$ cat src/hw/brake_route_pkg.sv
package brake_route_pkg;

    // ----------------------------------------------------------------
    // register offsets (byte addresses)
    // ----------------------------------------------------------------
    localparam logic [7:0] A_CTRL   = 8'h00;
    localparam logic [7:0] A_OCW    = 8'h04;
    localparam logic [7:0] A_MCFG   = 8'h08;
    localparam logic [7:0] A_ROUTE0 = 8'h10;
    localparam logic [7:0] A_ROUTE1 = 8'h14;
    localparam logic [7:0] A_ROUTE2 = 8'h18;
    localparam logic [7:0] A_DLY1   = 8'h20;
    localparam logic [7:0] A_DLY2   = 8'h24;
    localparam logic [7:0] A_DLY3   = 8'h28;
    localparam logic [7:0] A_DLY4   = 8'h2C;
    localparam logic [7:0] A_FREQ   = 8'h30;
    localparam logic [7:0] A_DUTY   = 8'h34;
    localparam logic [7:0] A_STATUS = 8'h38;

    // ----------------------------------------------------------------
    // field positions
    // ----------------------------------------------------------------
    localparam int ROUTE_EN_BIT   = 0;
    localparam int AUTO_BRAKE_BIT = 2;
    localparam int BRAKE_CMD_BIT  = 0;
    localparam int INV_BIT        = 7;
    localparam int SRC_LSB        = 8;

    // ----------------------------------------------------------------
    // reset values and route off code
    // ----------------------------------------------------------------
    localparam logic [15:0] ROUTE_RST = 16'h0FFF;
    localparam logic [15:0] ROUTE_OFF = 16'h0FFF;
    localparam logic [31:0] MCFG_RST  = 32'h0000_0004;
    localparam logic [15:0] FREQ_RST  = 16'h03E8;
    localparam logic [6:0]  DUTY_RST  = 7'h64;
    localparam logic [15:0] DLY_RST   = 16'h0000;

    // ----------------------------------------------------------------
    // source codes and limits
    // ----------------------------------------------------------------
    localparam logic [7:0]  SRC_ONE   = 8'h00;
    localparam logic [7:0]  SRC_ZERO  = 8'h01;
    localparam logic [7:0]  SRC_ENC   = 8'h02;
    localparam logic [7:0]  SRC_ENC_L = 8'h08;
    localparam logic [7:0]  SRC_POS   = 8'h09;
    localparam logic [7:0]  SRC_POS_L = 8'h0F;
    localparam logic [7:0]  SRC_PWM   = 8'h10;
    localparam logic [7:0]  SRC_PWM_N = 8'h11;
    localparam logic [15:0] FREQ_MAX  = 16'h07D0;
    localparam logic [6:0]  DUTY_MIN  = 7'h02;
    localparam logic [6:0]  DUTY_MAX  = 7'h64;

    // ----------------------------------------------------------------
    // timing
    // ----------------------------------------------------------------
    localparam logic [23:0] CLK_HZ      = 24'h98_9680;
    localparam logic [23:0] DUTY_SCALE  = 24'h01_86A0;
    localparam int          CLK_PER_NS  = 32'h0000_0064;
    localparam int          SW_HALF_NS  = 32'h0003_D090;
    localparam int          OUT_HALF_NS = 32'h000F_4240;
    localparam int          MS_NS       = 32'h000F_4240;
    localparam int SW_HALF_CYC  = (SW_HALF_NS + CLK_PER_NS - 1) / CLK_PER_NS;
    localparam int OUT_HALF_CYC = (OUT_HALF_NS + CLK_PER_NS - 1) / CLK_PER_NS;
    localparam int MS_CYC       = MS_NS / CLK_PER_NS;

    // ----------------------------------------------------------------
    // brake sequencer states
    // ----------------------------------------------------------------
    typedef enum logic [2:0] {
        ST_OFF   = 3'h0,
        ST_WAIT3 = 3'h1,
        ST_WAIT4 = 3'h3,
        ST_RUN   = 3'h2,
        ST_STOP  = 3'h6,
        ST_WAIT1 = 3'h7,
        ST_WAIT2 = 3'h5
    } state_e;

endpackage

$ cat src/hw/output_routing_brake_control.sv
// Contract
// RL1: routing matrix drives outputs only while routing enable bit is 1
// RL2: route word: high byte picks source, low byte picks control bit
// RL3: route 0 feeds software pwm output, route 1 output 1, route 2 output 2
// RL4: control bit 1 switches signal on; with bit 7 set, 0 does
// RL5: route word 0FFF switches that output off
// RL6: source 00 holds output at 1, source 01 holds it at 0
// RL7: sources 02..08 give encoder pulses divided by 1..64
// RL8: sources 09..0F give position pulses divided by 1..64
// RL9: source 10 gives brake pwm, source 11 its inverse
// RL10: divider 1 gives one output pulse per increment
// RL11: software pwm output up to 2 kHz, others up to 500 Hz
// RL12: automatic mode releases brake only while operation is enabled
// RL13: motor config bit 2 selects automatic, else control word bit 0
// RL14: enable: current on, delay 3, release, delay 4, then travel
// RL15: disable: standstill, delay 1, engage, delay 2, current off
// RL16: released brake output is a pwm of settable frequency and duty
// RL17: brake pwm frequency in hertz, writes above 2000 rejected
// RL18: duty in percent 2..100, at 100 output stays on
// RL19: control word bit 0 commands the brake
// RL20: each output keeps its own divider counter
//
// Design decisions made here: the APB register port and the register offsets.
`timescale 1ns/1ns
`default_nettype none

module output_routing_brake_control #(
    parameter int unsigned OUT_HALF_CYC = brake_route_pkg::OUT_HALF_CYC,
    parameter int unsigned MS_CYC       = brake_route_pkg::MS_CYC
) (
    input  wire logic        clk,
    input  wire logic        rst,
    input  wire logic        psel,
    input  wire logic        penable,
    input  wire logic        pwrite,
    input  wire logic [7:0]  paddr,
    input  wire logic [31:0] pwdata,
    output logic      [31:0] prdata,
    output logic             pready,
    output logic             pslverr,
    input  wire logic        enc_lsb,
    input  wire logic        pos_lsb,
    input  wire logic        op_enable_req,
    input  wire logic        standstill,
    output logic             brake_out,
    output logic             motor_current_on,
    output logic             halt_req,
    output logic             travel_en,
    output logic             out_sw_pwm,
    output logic             out_one,
    output logic             out_two
);

    // ----------------------------------------------------------------
    // state
    // ----------------------------------------------------------------
    typedef struct packed {
        logic                  pready;
        logic                  pslverr;
        logic [31:0]           prdata;
        logic                  route_en;
        logic [31:0]           ocw;
        logic [31:0]           mcfg;
        logic [2:0][15:0]      route;
        logic [3:0][15:0]      dly;
        logic [15:0]           freq;
        logic [6:0]            duty;
        logic [2:0]            enc_s;
        logic [2:0]            pos_s;
        logic [23:0]           acc;
        logic                  pwm;
        brake_route_pkg::state_e st;
        logic [15:0]           tmr;
        logic [13:0]           pre;
        logic                  brake;
        logic                  cur;
        logic                  travel;
        logic                  halt;
        logic                  rel;
        logic [2:0][5:0]       divc;
        logic [2:0][3:0]       pend;
        logic [2:0][13:0]      dwell;
        logic [2:0]            lvl;
    } state_s;

    state_s q, d;

    // ----------------------------------------------------------------
    // next state
    // ----------------------------------------------------------------
    always_comb begin
        logic       enc_inc;
        logic       pos_inc;
        logic       wr;
        logic       err;
        logic [7:0] src;
        logic [7:0] ctl;
        logic [2:0] k;
        logic [5:0] mask;
        logic       active;
        logic       pulse;
        logic       inc;
        logic       tgt;
        logic [13:0] dlen;
        logic [23:0] sum;
        logic       wait_done;
        logic       auto_rel;
        enc_inc   = 1'b0;
        pos_inc   = 1'b0;
        wr        = 1'b0;
        err       = 1'b0;
        src       = 8'h00;
        ctl       = 8'h00;
        k         = 3'h0;
        mask      = 6'h00;
        active    = 1'b0;
        pulse     = 1'b0;
        inc       = 1'b0;
        tgt       = 1'b0;
        dlen      = 14'h0000;
        sum       = 24'h00_0000;
        wait_done = 1'b0;
        auto_rel  = 1'b0;
        d = q;

        // pins pass two flops; third flop only for edge detect
        d.enc_s = {q.enc_s[1:0], enc_lsb};
        d.pos_s = {q.pos_s[1:0], pos_lsb};
        enc_inc = q.enc_s[2] ^ q.enc_s[1]; // [RL10]
        pos_inc = q.pos_s[2] ^ q.pos_s[1]; // [RL10]

        // ------------------------------------------------------------
        // apb slave: answer registered at end of setup phase, no wait state
        // ------------------------------------------------------------
        d.pready  = 1'b0;
        d.pslverr = 1'b0;
        if (psel && !penable) begin
            d.pready = 1'b1;
            d.prdata = 32'h0000_0000;
            case (paddr)
                brake_route_pkg::A_CTRL:   d.prdata[0] = q.route_en;
                brake_route_pkg::A_OCW:    d.prdata = q.ocw;
                brake_route_pkg::A_MCFG:   d.prdata = q.mcfg;
                brake_route_pkg::A_ROUTE0: d.prdata[15:0] = q.route[0];
                brake_route_pkg::A_ROUTE1: d.prdata[15:0] = q.route[1];
                brake_route_pkg::A_ROUTE2: d.prdata[15:0] = q.route[2];
                brake_route_pkg::A_DLY1:   d.prdata[15:0] = q.dly[0];
                brake_route_pkg::A_DLY2:   d.prdata[15:0] = q.dly[1];
                brake_route_pkg::A_DLY3:   d.prdata[15:0] = q.dly[2];
                brake_route_pkg::A_DLY4:   d.prdata[15:0] = q.dly[3];
                brake_route_pkg::A_FREQ:   d.prdata[15:0] = q.freq;
                brake_route_pkg::A_DUTY:   d.prdata[6:0] = q.duty;
                brake_route_pkg::A_STATUS: d.prdata[10:0] =
                    {q.lvl, q.pwm, q.halt, q.travel, q.cur, q.brake,
                     q.st};
                default:                   err = 1'b1;
            endcase
            if (pwrite && paddr == brake_route_pkg::A_STATUS) begin
                err = 1'b1;
            end
            if (pwrite && paddr == brake_route_pkg::A_FREQ &&
                (pwdata[31:16] != 16'h0000 ||
                 pwdata[15:0] > brake_route_pkg::FREQ_MAX ||
                 pwdata[15:0] == 16'h0000)) begin
                err = 1'b1; // [RL17]
            end
            if (pwrite && paddr == brake_route_pkg::A_DUTY &&
                (pwdata[31:7] != 25'h000_0000 ||
                 pwdata[6:0] < brake_route_pkg::DUTY_MIN ||
                 pwdata[6:0] > brake_route_pkg::DUTY_MAX)) begin
                err = 1'b1; // [RL18]
            end
            d.pslverr = err;
        end
        // refused writes store nothing
        wr = psel && penable && q.pready && pwrite && !q.pslverr;
        if (wr) begin
            case (paddr)
                brake_route_pkg::A_CTRL:
                    d.route_en = pwdata[brake_route_pkg::ROUTE_EN_BIT];
                brake_route_pkg::A_OCW:    d.ocw = pwdata;
                brake_route_pkg::A_MCFG:   d.mcfg = pwdata;
                brake_route_pkg::A_ROUTE0: d.route[0] = pwdata[15:0]; // [RL2]
                brake_route_pkg::A_ROUTE1: d.route[1] = pwdata[15:0];
                brake_route_pkg::A_ROUTE2: d.route[2] = pwdata[15:0];
                brake_route_pkg::A_DLY1:   d.dly[0] = pwdata[15:0];
                brake_route_pkg::A_DLY2:   d.dly[1] = pwdata[15:0];
                brake_route_pkg::A_DLY3:   d.dly[2] = pwdata[15:0];
                brake_route_pkg::A_DLY4:   d.dly[3] = pwdata[15:0];
                brake_route_pkg::A_FREQ:   d.freq = pwdata[15:0]; // [RL17]
                brake_route_pkg::A_DUTY:   d.duty = pwdata[6:0]; // [RL18]
                default:                   d.ocw = q.ocw;
            endcase
        end

        // ------------------------------------------------------------
        // brake pwm: phase accumulator avoids a divider
        // ------------------------------------------------------------
        sum = q.acc + {8'h00, q.freq};
        if (sum >= brake_route_pkg::CLK_HZ) begin
            sum = sum - brake_route_pkg::CLK_HZ;
        end
        d.acc = sum; // [RL16]
        d.pwm = sum < 24'(q.duty * brake_route_pkg::DUTY_SCALE); // [RL18]

        // ------------------------------------------------------------
        // brake sequencer
        // ------------------------------------------------------------
        if (q.pre == 14'h0000) begin
            d.pre = 14'(MS_CYC - 1);
            if (q.tmr != 16'h0000) begin
                d.tmr = q.tmr - 16'h0001;
            end
        end else begin
            d.pre = q.pre - 14'h0001;
        end
        wait_done = q.tmr == 16'h0000;
        case (q.st)
            brake_route_pkg::ST_OFF: begin
                if (op_enable_req) begin
                    d.st  = brake_route_pkg::ST_WAIT3; // [RL14]
                    d.tmr = q.dly[2];
                    d.pre = 14'(MS_CYC - 1);
                end
            end
            brake_route_pkg::ST_WAIT3: begin
                if (!op_enable_req) begin
                    d.st = brake_route_pkg::ST_STOP;
                end else if (wait_done) begin
                    d.st  = brake_route_pkg::ST_WAIT4; // [RL14]
                    d.tmr = q.dly[3];
                    d.pre = 14'(MS_CYC - 1);
                end
            end
            brake_route_pkg::ST_WAIT4: begin
                if (!op_enable_req) begin
                    d.st = brake_route_pkg::ST_STOP;
                end else if (wait_done) begin
                    d.st = brake_route_pkg::ST_RUN; // [RL14]
                end
            end
            brake_route_pkg::ST_RUN: begin
                if (!op_enable_req) begin
                    d.st = brake_route_pkg::ST_STOP; // [RL15]
                end
            end
            brake_route_pkg::ST_STOP: begin
                if (standstill) begin
                    d.st  = brake_route_pkg::ST_WAIT1; // [RL15]
                    d.tmr = q.dly[0];
                    d.pre = 14'(MS_CYC - 1);
                end
            end
            brake_route_pkg::ST_WAIT1: begin
                if (wait_done) begin
                    d.st  = brake_route_pkg::ST_WAIT2; // [RL15]
                    d.tmr = q.dly[1];
                    d.pre = 14'(MS_CYC - 1);
                end
            end
            brake_route_pkg::ST_WAIT2: begin
                if (wait_done) begin
                    d.st = brake_route_pkg::ST_OFF; // [RL15]
                end
            end
            default: d.st = brake_route_pkg::ST_OFF;
        endcase
        d.cur    = d.st != brake_route_pkg::ST_OFF; // [RL14] [RL15]
        d.travel = d.st == brake_route_pkg::ST_RUN; // [RL14]
        d.halt   = d.st == brake_route_pkg::ST_STOP; // [RL15]
        auto_rel = d.st == brake_route_pkg::ST_WAIT4 ||
                   d.st == brake_route_pkg::ST_RUN; // [RL12]
        // held through standstill and delay 1, only if it was released
        if (d.st == brake_route_pkg::ST_STOP ||
            d.st == brake_route_pkg::ST_WAIT1) begin
            auto_rel = q.rel; // [RL15]
        end
        d.rel = auto_rel;
        if (q.mcfg[brake_route_pkg::AUTO_BRAKE_BIT]) begin // [RL13]
            d.brake = auto_rel && d.pwm; // [RL12] [RL16]
        end else begin
            d.brake = q.ocw[brake_route_pkg::BRAKE_CMD_BIT] && d.pwm; // [RL19]
        end

        // ------------------------------------------------------------
        // routing matrix, one slice per output
        // ------------------------------------------------------------
        for (int i = 0; i < 3; i++) begin
            src   = q.route[i][15:brake_route_pkg::SRC_LSB]; // [RL2] [RL3]
            ctl   = q.route[i][7:0];
            active = q.route_en && // [RL1]
                     q.route[i] != brake_route_pkg::ROUTE_OFF && // [RL5]
                     (q.ocw[ctl[4:0]] ^ ctl[brake_route_pkg::INV_BIT]); // [RL4]
            pulse = 1'b0;
            inc   = 1'b0;
            k     = 3'h0;
            tgt   = 1'b0;
            if (src >= brake_route_pkg::SRC_ENC &&
                src <= brake_route_pkg::SRC_ENC_L) begin
                pulse = 1'b1; // [RL7]
                inc   = enc_inc;
                k     = 3'(src - brake_route_pkg::SRC_ENC);
            end else if (src >= brake_route_pkg::SRC_POS &&
                         src <= brake_route_pkg::SRC_POS_L) begin
                pulse = 1'b1; // [RL8]
                inc   = pos_inc;
                k     = 3'(src - brake_route_pkg::SRC_POS);
            end else if (src == brake_route_pkg::SRC_ONE) begin
                tgt = active; // [RL6]
            end else if (src == brake_route_pkg::SRC_PWM) begin
                tgt = active && q.pwm; // [RL9]
            end else if (src == brake_route_pkg::SRC_PWM_N) begin
                tgt = active && !q.pwm; // [RL9]
            end
            // private counter per output keeps others undisturbed
            mask = 6'((7'h01 << k) - 7'h01);
            if (!pulse || !active) begin
                d.divc[i] = 6'h00;
                d.pend[i] = 4'h0;
            end else if (inc) begin
                if ((q.divc[i] & mask) == mask) begin // [RL20]
                    d.divc[i] = 6'h00;
                    if (q.pend[i] != 4'hF) begin
                        d.pend[i] = q.pend[i] + 4'h1; // [RL10]
                    end
                end else begin
                    d.divc[i] = q.divc[i] + 6'h01; // [RL20]
                end
            end
            // each level held a minimum time, caps rate per output
            dlen = (i == 0) ? 14'(brake_route_pkg::SW_HALF_CYC - 1)
                            : 14'(OUT_HALF_CYC - 1); // [RL11]
            if (q.dwell[i] != 14'h0000) begin
                d.dwell[i] = q.dwell[i] - 14'h0001; // [RL11]
            end else if (pulse) begin
                if (q.lvl[i]) begin
                    d.lvl[i]   = 1'b0;
                    d.dwell[i] = dlen;
                end else if (d.pend[i] != 4'h0 && active) begin
                    d.lvl[i]   = 1'b1; // [RL10]
                    d.pend[i]  = d.pend[i] - 4'h1;
                    d.dwell[i] = dlen;
                end
            end else if (tgt != q.lvl[i]) begin
                d.lvl[i]   = tgt;
                d.dwell[i] = dlen;
            end
        end
    end

    // ----------------------------------------------------------------
    // registers
    // ----------------------------------------------------------------
    always_ff @(posedge clk or posedge rst) begin
        if (rst) begin
            q          <= '0;
            q.mcfg     <= brake_route_pkg::MCFG_RST;
            q.route    <= {3{brake_route_pkg::ROUTE_RST}};
            q.dly      <= {4{brake_route_pkg::DLY_RST}};
            q.freq     <= brake_route_pkg::FREQ_RST;
            q.duty     <= brake_route_pkg::DUTY_RST;
            q.st       <= brake_route_pkg::ST_OFF;
        end else begin
            q <= d;
        end
    end

    assign prdata           = q.prdata;
    assign pready           = q.pready;
    assign pslverr          = q.pslverr;
    assign brake_out        = q.brake;
    assign motor_current_on = q.cur;
    assign halt_req         = q.halt;
    assign travel_en        = q.travel;
    assign out_sw_pwm       = q.lvl[0];
    assign out_one          = q.lvl[1];
    assign out_two          = q.lvl[2];

endmodule

`default_nettype wire

$ cat config.mk
export PLATFORM = sky130hd
export DESIGN_NAME = output_routing_brake_control
export DESIGN_NICKNAME = d
export VERILOG_FILES = /design/src/hw/brake_route_pkg.sv /design/src/hw/output_routing_brake_control.sv
export SDC_FILE = /design/constraint.sdc
export NUM_CORES = 1
export LEC_CHECK = 0
export BUFFER_PORTS_ARGS = -buffer_cell sky130_fd_sc_hd__buf_2
export CORE_ASPECT_RATIO = 1.5
export CORE_MARGIN = 3
export CORE_UTILIZATION = 60
export DETAILED_ROUTE_END_ITERATION = 12
export PLACE_DENSITY = 0.74
export SLEW_MARGIN = 15
export SYNTH_ARGS = -nofsm -noshare
export SYNTH_HDL_FRONTEND = slang
export SYNTH_SLANG_ARGS = --single-unit
$ cat constraint.sdc
create_clock -name clk -period 16.06 [get_ports clk]
set_clock_uncertainty 0.2 [all_clocks]
set_input_delay 1.606 -clock clk [delete_from_list [all_inputs] [get_ports clk]]
set_output_delay 1.606 -clock clk [all_outputs]
set_load 0.1 [all_outputs]
==> metrics, run 1 <==
Post-Synthesis Cells 2184; Crit Path Max Fanout 11; met3 WL 3.760 mm; Int Pwr 1.790 mW; largest family of logic cells by synthesized area simple AND/OR/NAND/NOR gates; CP peak stage delay 0.65 ns; Synth Area in Compound Gates 14.50%; Detailed Place HPWL 44.58 mm; ANT nets after route 0; Main synth FF type dfrtp_1; Avg Cell Area, Syn 10.50 sq um; PortBufs 89; Reg2Reg Setup Slack 8.88 ns; nature of the critical path startpoint flop; FF+latch count, synth 378; gr ovfl total 0; multiplexer share of the synthesized area 13.92%; Synth Area in Adders 7.352%; sw power 0.8382 mW; period utilisation layout 44.69%; total core area 0.03766 sq mm; initial antenna violation count 0; DR pass1 iterations 6; status finished clean; area growth from synthesis to layout 8.465%; initial core utilization 60.91%; FMAX 139.3 MHz; I/O pins 90; CTS root buf clkbuf_16; CTS tree built; WL per Instance 23.01 um; crit path time final 7.177 ns; hold bufs inserted after CTS 0; global-route wire length before repair 99.86 mm; Final #Nets 2390; EDFF count, synth 0; Setup Fix Bufs, Post-CTS 0; Core Util, Final 66.07%; diodes inserted 0; drt total wl 62.81 mm; VDD IR max 0.09103 mV; syn_nets 2363; Post-Synth XOR/XNOR Area 3.894%; wl on met1 23.68 mm; max layer used met4; WS Path Type flop to flop; final setup TNS 0 ns; Critical Path AT 7.46 ns; Worst-Margin Slew 1.116 ns; All-Layer GR Usage 30.28%; CTS Buffer Depth 3; leakage power 11.19 nW; RSZ-0062 raised after global routing false; CP bufs+invs 0; Sw Share 31.89%; CTS HTree Levels 2; DR WL met2 31.15 mm; most used cell, CP a21o_1; number of global-route vias before repair 18688; required time of the critical path 16.34 ns; Max stage delay cell, worst path a21oi_1; Num CTS Buffers 38; Post-synth ARST share 100.0%; sequential share of power 44.8%; largest net degree at the start of global routing 109; die area 0.04067 sq mm; fraction of layout cells with a size suffix above 1 22.85%; Netlist Area Pre-Place 0.02294 sq mm; CTS resizes 0; max_slew headroom 25.50%; clock latency on the worst-skew pair 0.57 ns; pwr dens 105.6 mW/mm^2; Final Slew Violations 0; CP endpoint kind flop; filler cell count 3002; Routability Congestion 0.9216; drt drc 0; # setup viols final 0; sequential element share of the synthesized area 41.48%; HP Class flop to flop; via count 18282; CTS sink count 378; CP top delay family compound AO/OA/AOI/OAI gates; final hold vios 0; Comb pwr share 19.2%; DIE HEIGHT 245.5 um; row cnt 87; max_cap viols 0; Die X 165.7 um; Ys Warns 0; clock network power share 36.1%; clock slew at reported path FFs 0.06 ns; vias per std cell 6.697; Netlist cell types 100; Synth Area in Simple Gates 14.63%; initial DRC count 1586
## sequential cells by signal, summed over array words and instances (netlist names)
register,cells
brake_out,1
d,4
halt_req,1
motor_current_on,1
out_one,1
out_sw_pwm,1
out_two,1
prdata,32
pready,1
pslverr,1
q,333
travel_en,1
## synth_stat cells, types with 8 or more instances
master / n / area share [%]
a22o_1: 12 / 0.46
nor2b_1: 20 / 0.55
or3_1: 21 / 0.57
a222oi_1: 36 / 1.6
a221o_1: 11 / 0.48
a21oi_1: 62 / 1.4
and2_1: 12 / 0.33
or4_1: 20 / 0.65
xor2_1: 35 / 1.3
mux2_2: 217 / 11
o21ai_0: 65 / 1.4
o211ai_1: 24 / 0.79
inv_1: 89 / 1.5
xnor2_1: 67 / 2.6
nand3b_1: 13 / 0.43
nand2_1: 126 / 2.1
a211oi_1: 18 / 0.59
a221oi_1: 32 / 1.2
buf_4: 33 / 1.1
nor4_1: 26 / 0.71
a311oi_1: 8 / 0.31
nor4b_1: 8 / 0.31
nor2_1: 193 / 3.2
clkbuf_1: 73 / 1.2
mux4_2: 22 / 2.2
a22oi_1: 27 / 0.88
o21a_1: 15 / 0.49
or2_2: 14 / 0.38
and4_1: 8 / 0.31
and3_1: 12 / 0.33
mux2i_1: 24 / 1.0
dfrtp_1: 332 / 36
a31oi_1: 24 / 0.65
nor3b_1: 16 / 0.52
nand4_1: 25 / 0.68
o21bai_1: 10 / 0.33
ha_1: 122 / 6.7
fa_1: 8 / 0.70
nand2b_1: 28 / 0.76
a21o_1: 21 / 0.69
nand3_1: 35 / 0.76
dfstp_2: 46 / 5.3
o31ai_1: 14 / 0.46
nor3_1: 55 / 1.2
## worst reg2reg max path, delay by kind of cell, from the launching register on
family | cells | cell delay (ns)
compound gates | 16 | 4.51
fa+ha+maj | 3 | 0.97
simple gates | 5 | 0.81
flops | 1 | 0.40
xor+xnor | 1 | 0.25
## layer usage
metal  GRT usage, %  up-vias
met1          35.57     9161
met5              0        -
met4          17.63        0
met2          52.63      718
li1               -     8172
met3          4.857      231
## cell families after synthesis
family	after synthesis
xor+xnor	102
simple gates	653
mux	264
fa+ha+maj	130
buf+inv	214
compound gates	443
flops	378
## worst paths after layout
check                           startpoint         end  cells after the start
worst min-delay path                d[139]      d[140]                      0
max in group asynchronous              rst  prdata[25]                      5
worst max register to register      q[151]   brake_out                     25
min in group asynchronous              rst       q[39]                      2
worst max-delay path                q[151]   brake_out                     25
worst min register to register      d[139]      d[140]                      0
## power groups by stage
stage               clock [mW]  sequential (mW)  combinational [mW]
finish                   0.948             1.18               0.503
global route             0.998             1.19               0.552
CTS                      0.960             1.17               0.504
detailed placement           0             1.19               0.501
global placement             0             1.18               0.482
floorplan                    0             1.18               0.371
## layout by cell type, fill, tap and decap left out, drive strengths merged, types with 55 or more instances in the layout
| cell type | count |
|---|---|
| a21oi | 65 |
| buf | 112 |
| clkbuf | 55 |
| dfrtp | 332 |
| ha | 122 |
| inv | 91 |
| mux2 | 218 |
| nand2 | 127 |
| nor2 | 193 |
| nor3 | 57 |
| o21ai | 68 |
| xnor2 | 67 |
## layout make-up
cell class / count / area [sq um] / share of cell area [%]
clock buffers: 55 / 1095 / 4.400
clock inverters: 15 / 225.2 / 0.9051
inverters: 89 / 341.6 / 1.373
multi-input cells: 1592 / 12470 / 50.13
flip-flops and latches: 378 / 9517 / 38.25
well taps: 489 / 611.8 / 2.459
repair buffers: 112 / 618.1 / 2.484
## stage by stage
stage	instances	total power [mW]	worst slack [ns]	hold WS, ns	area, sq um
floorplan	2184	1.553	3.829	0.1312	22940
global placement	2660	1.664	9.157	0.1410	23560
detailed placement	2660	1.689	8.884	0.1426	23560
CTS	2730	2.637	8.833	0.1525	24880
global route	2730	2.741	8.174	0.1699	24880
finish	2730	2.628	8.883	0.1514	24880
Note: power is estimated with default switching activity, not from simulation.
==> inputs of run 2 (changes only) <==
==> constraint.sdc (replaced) <==
create_clock -name clk -period 6.8 [get_ports clk]
set_clock_uncertainty 0.2 [all_clocks]
set_input_delay 0.68 -clock clk [delete_from_list [all_inputs] [get_ports clk]]
set_output_delay 0.68 -clock clk [all_outputs]
set_load 0.1 [all_outputs]
==> run 2 against run 1 <==
Effect of this change: power grew 130%; non-clock buffer count grew 7; combinational power grew 140%; first-iteration DRC count grew 8.2%; global-route usage is essentially flat; via count shrank 0.38%; critical path type unchanged; largest cell class unchanged; largest power group unchanged.
==> metrics, run 2 (synthesis results as in run 1) <==
initial DRC count 1716 (+8.2%); CTS sink count 378 (unchanged); CTS Buffer Depth 3 (unchanged); Die X 165.7 um (unchanged); Core Util, Final 66.09% (about the same); WL per Instance 22.71 um (-1.3%); most frequent cells in the layout dfrtp_1, mux2_2, nor2_1; final hold vios 0 (unchanged); PortBufs 89 (unchanged); Routability Congestion 0.9150 (-0.72%); Final #Nets 2397 (+0.29%); DR pass1 iterations 8 (+2); most used cell, CP a21o_1; number of global-route vias before repair 18629 (-0.32%); max_cap viols 0 (unchanged); sequential share of power 45.6% (+0.8 points); Worst-Margin Slew 1.033 ns (-0.08286 ns); sw power 1.962 mW (+130%); clock latency on the worst-skew pair 0.56 ns (about the same); All-Layer GR Usage 30.27% (about the same); CTS root buf clkbuf_16; VDD IR max 0.2208 mV (+140%); clock slew at reported path FFs 0.06 ns (about the same); Max stage delay cell, worst path a2111o_1; drt drc 0 (unchanged); Int Pwr 4.117 mW (+130%); number of flip-flops under the largest register name 333 (unchanged); CP top delay family compound AO/OA/AOI/OAI gates; RSZ-0062 raised after global routing false; max_slew headroom 30.94% (+5.4 points); row cnt 87 (unchanged); drt total wl 62.16 mm (-1.0%); Detailed Place HPWL 44.10 mm (-1.1%); Largest Register q; CTS tree built; clock network power share 34.7% (-1.4 points); ANT nets after route 0 (unchanged); final setup TNS 0 ns (unchanged); nature of the critical path startpoint flop; most common cell after layout, fill and taps aside dfrtp_1; HP Class input pin to flop; FMAX 156.4 MHz (+12%); pwr dens 244.2 mW/mm^2 (+130%); CTS HTree Levels 2 (unchanged); via count 18213 (-0.38%); die area 0.04067 sq mm (unchanged); initial antenna violation count 1 (+1); Num CTS Buffers 38 (unchanged); required time of the critical path 7.07 ns (-9.27 ns); Crit Path Max Fanout 9 (-2); crit path time final 6.394 ns (-0.7831 ns); Comb pwr share 19.7% (+0.5 points); # setup viols final 0 (unchanged); Setup Fix Bufs, Post-CTS 0 (unchanged); Final Slew Violations 0 (unchanged); Pwr Total 6.079 mW (+130%); WS Path Type flop to flop; CP endpoint kind flop; initial core utilization 60.91% (unchanged); period utilisation layout 94.02% (+49 points); Critical Path AT 6.66 ns (-0.80 ns); total core area 0.03766 sq mm (unchanged); I/O pins 90 (unchanged); CP bufs+invs 1 (+1); DIE HEIGHT 245.5 um (unchanged); global-route wire length before repair 99.71 mm (-0.15%); vias per std cell 6.654 (-0.63%); filler cell count 2956 (-1.5%); fraction of layout cells with a size suffix above 1 23.10% (+0.25 points); largest net degree at the start of global routing 145 (+33%); area growth from synthesis to layout 8.497% (about the same); gr ovfl total 0 (unchanged); leakage power 11.19 nW (about the same); status finished clean; CP peak stage delay 0.49 ns (-0.16 ns); Sw Share 32.27% (+0.38 points)
run 2: cell types whose count changed in the layout (fill, tap and decap cells not counted), moves of 2 or more:
cell	before	now
buf_4	23	28
bufinv_16	5	2
clkbuf_1	9	11
clkinvlp_4	1	3
run 2: final cells by class:
class,instances,area [sq um],area share [%]
multi-input cells,1592,12500,50.22
flip-flops and latches,378,9517,38.23
clock buffers,57,1102,4.429
repair buffers,119,685.7,2.755
well taps,489,611.8,2.458
inverters,89,337.8,1.357
clock inverters,12,133.9,0.5379
diodes,1,2.502,0.01005
run 2: timing repair:
action	4_1_cts	5_1_grt
setup endpoints to repair	0	2
endpoints found under the hold margin	11	0
gates resized for setup	0	5
hold buffers	1	0
run 2: per-layer routing:
layer / GRT usage, % / share of wire (%) / vias to the layer above
li1: - / - / 8179
met1: 36.55 / 39 / 9105
met2: 52.23 / 49 / 714
met3: 4.439 / 6.2 / 215
met4: 16.77 / 6.3 / 0
met5: 0 / 0 / -
run 2: power groups by stage:
stage	Sequential, mW	Clock, mW	Combinational (mW)
after global routing	2.81	2.23	1.31
after detailed placement	2.80	0	1.19
after global placement	2.79	0	1.14
after CTS	2.77	2.14	1.19
final	2.77	2.11	1.20
after floorplan	2.79	0	0.876
run 2: worst paths after layout:
path	startpoint	end	slack [ns]	depth (start not counted)
worst min register to register	d[142]	d[143]	0.16	0
worst max register to register	q[151]	brake_out	0.41	25
worst min-delay path	pos_lsb	d[139]	0.03	1
min in group asynchronous	rst	q[42]	0.46	3
worst max-delay path	q[151]	brake_out	0.41	25
max in group asynchronous	rst	q[25]	4.47	5
run 2: per-stage QoR:
step,worst slack [ns],instance area [sq um],std cells,hold WS (ns)
floorplan,0.7988,22940,2184,0.1312
global placement,0.3339,23610,2666,0.1426
detailed placement,0.1900,23610,2666,0.1458
CTS,0.1513,24860,2736,0.02715
global route,0.005655,24890,2736,0.02030
finish,0.4063,24890,2737,0.02870
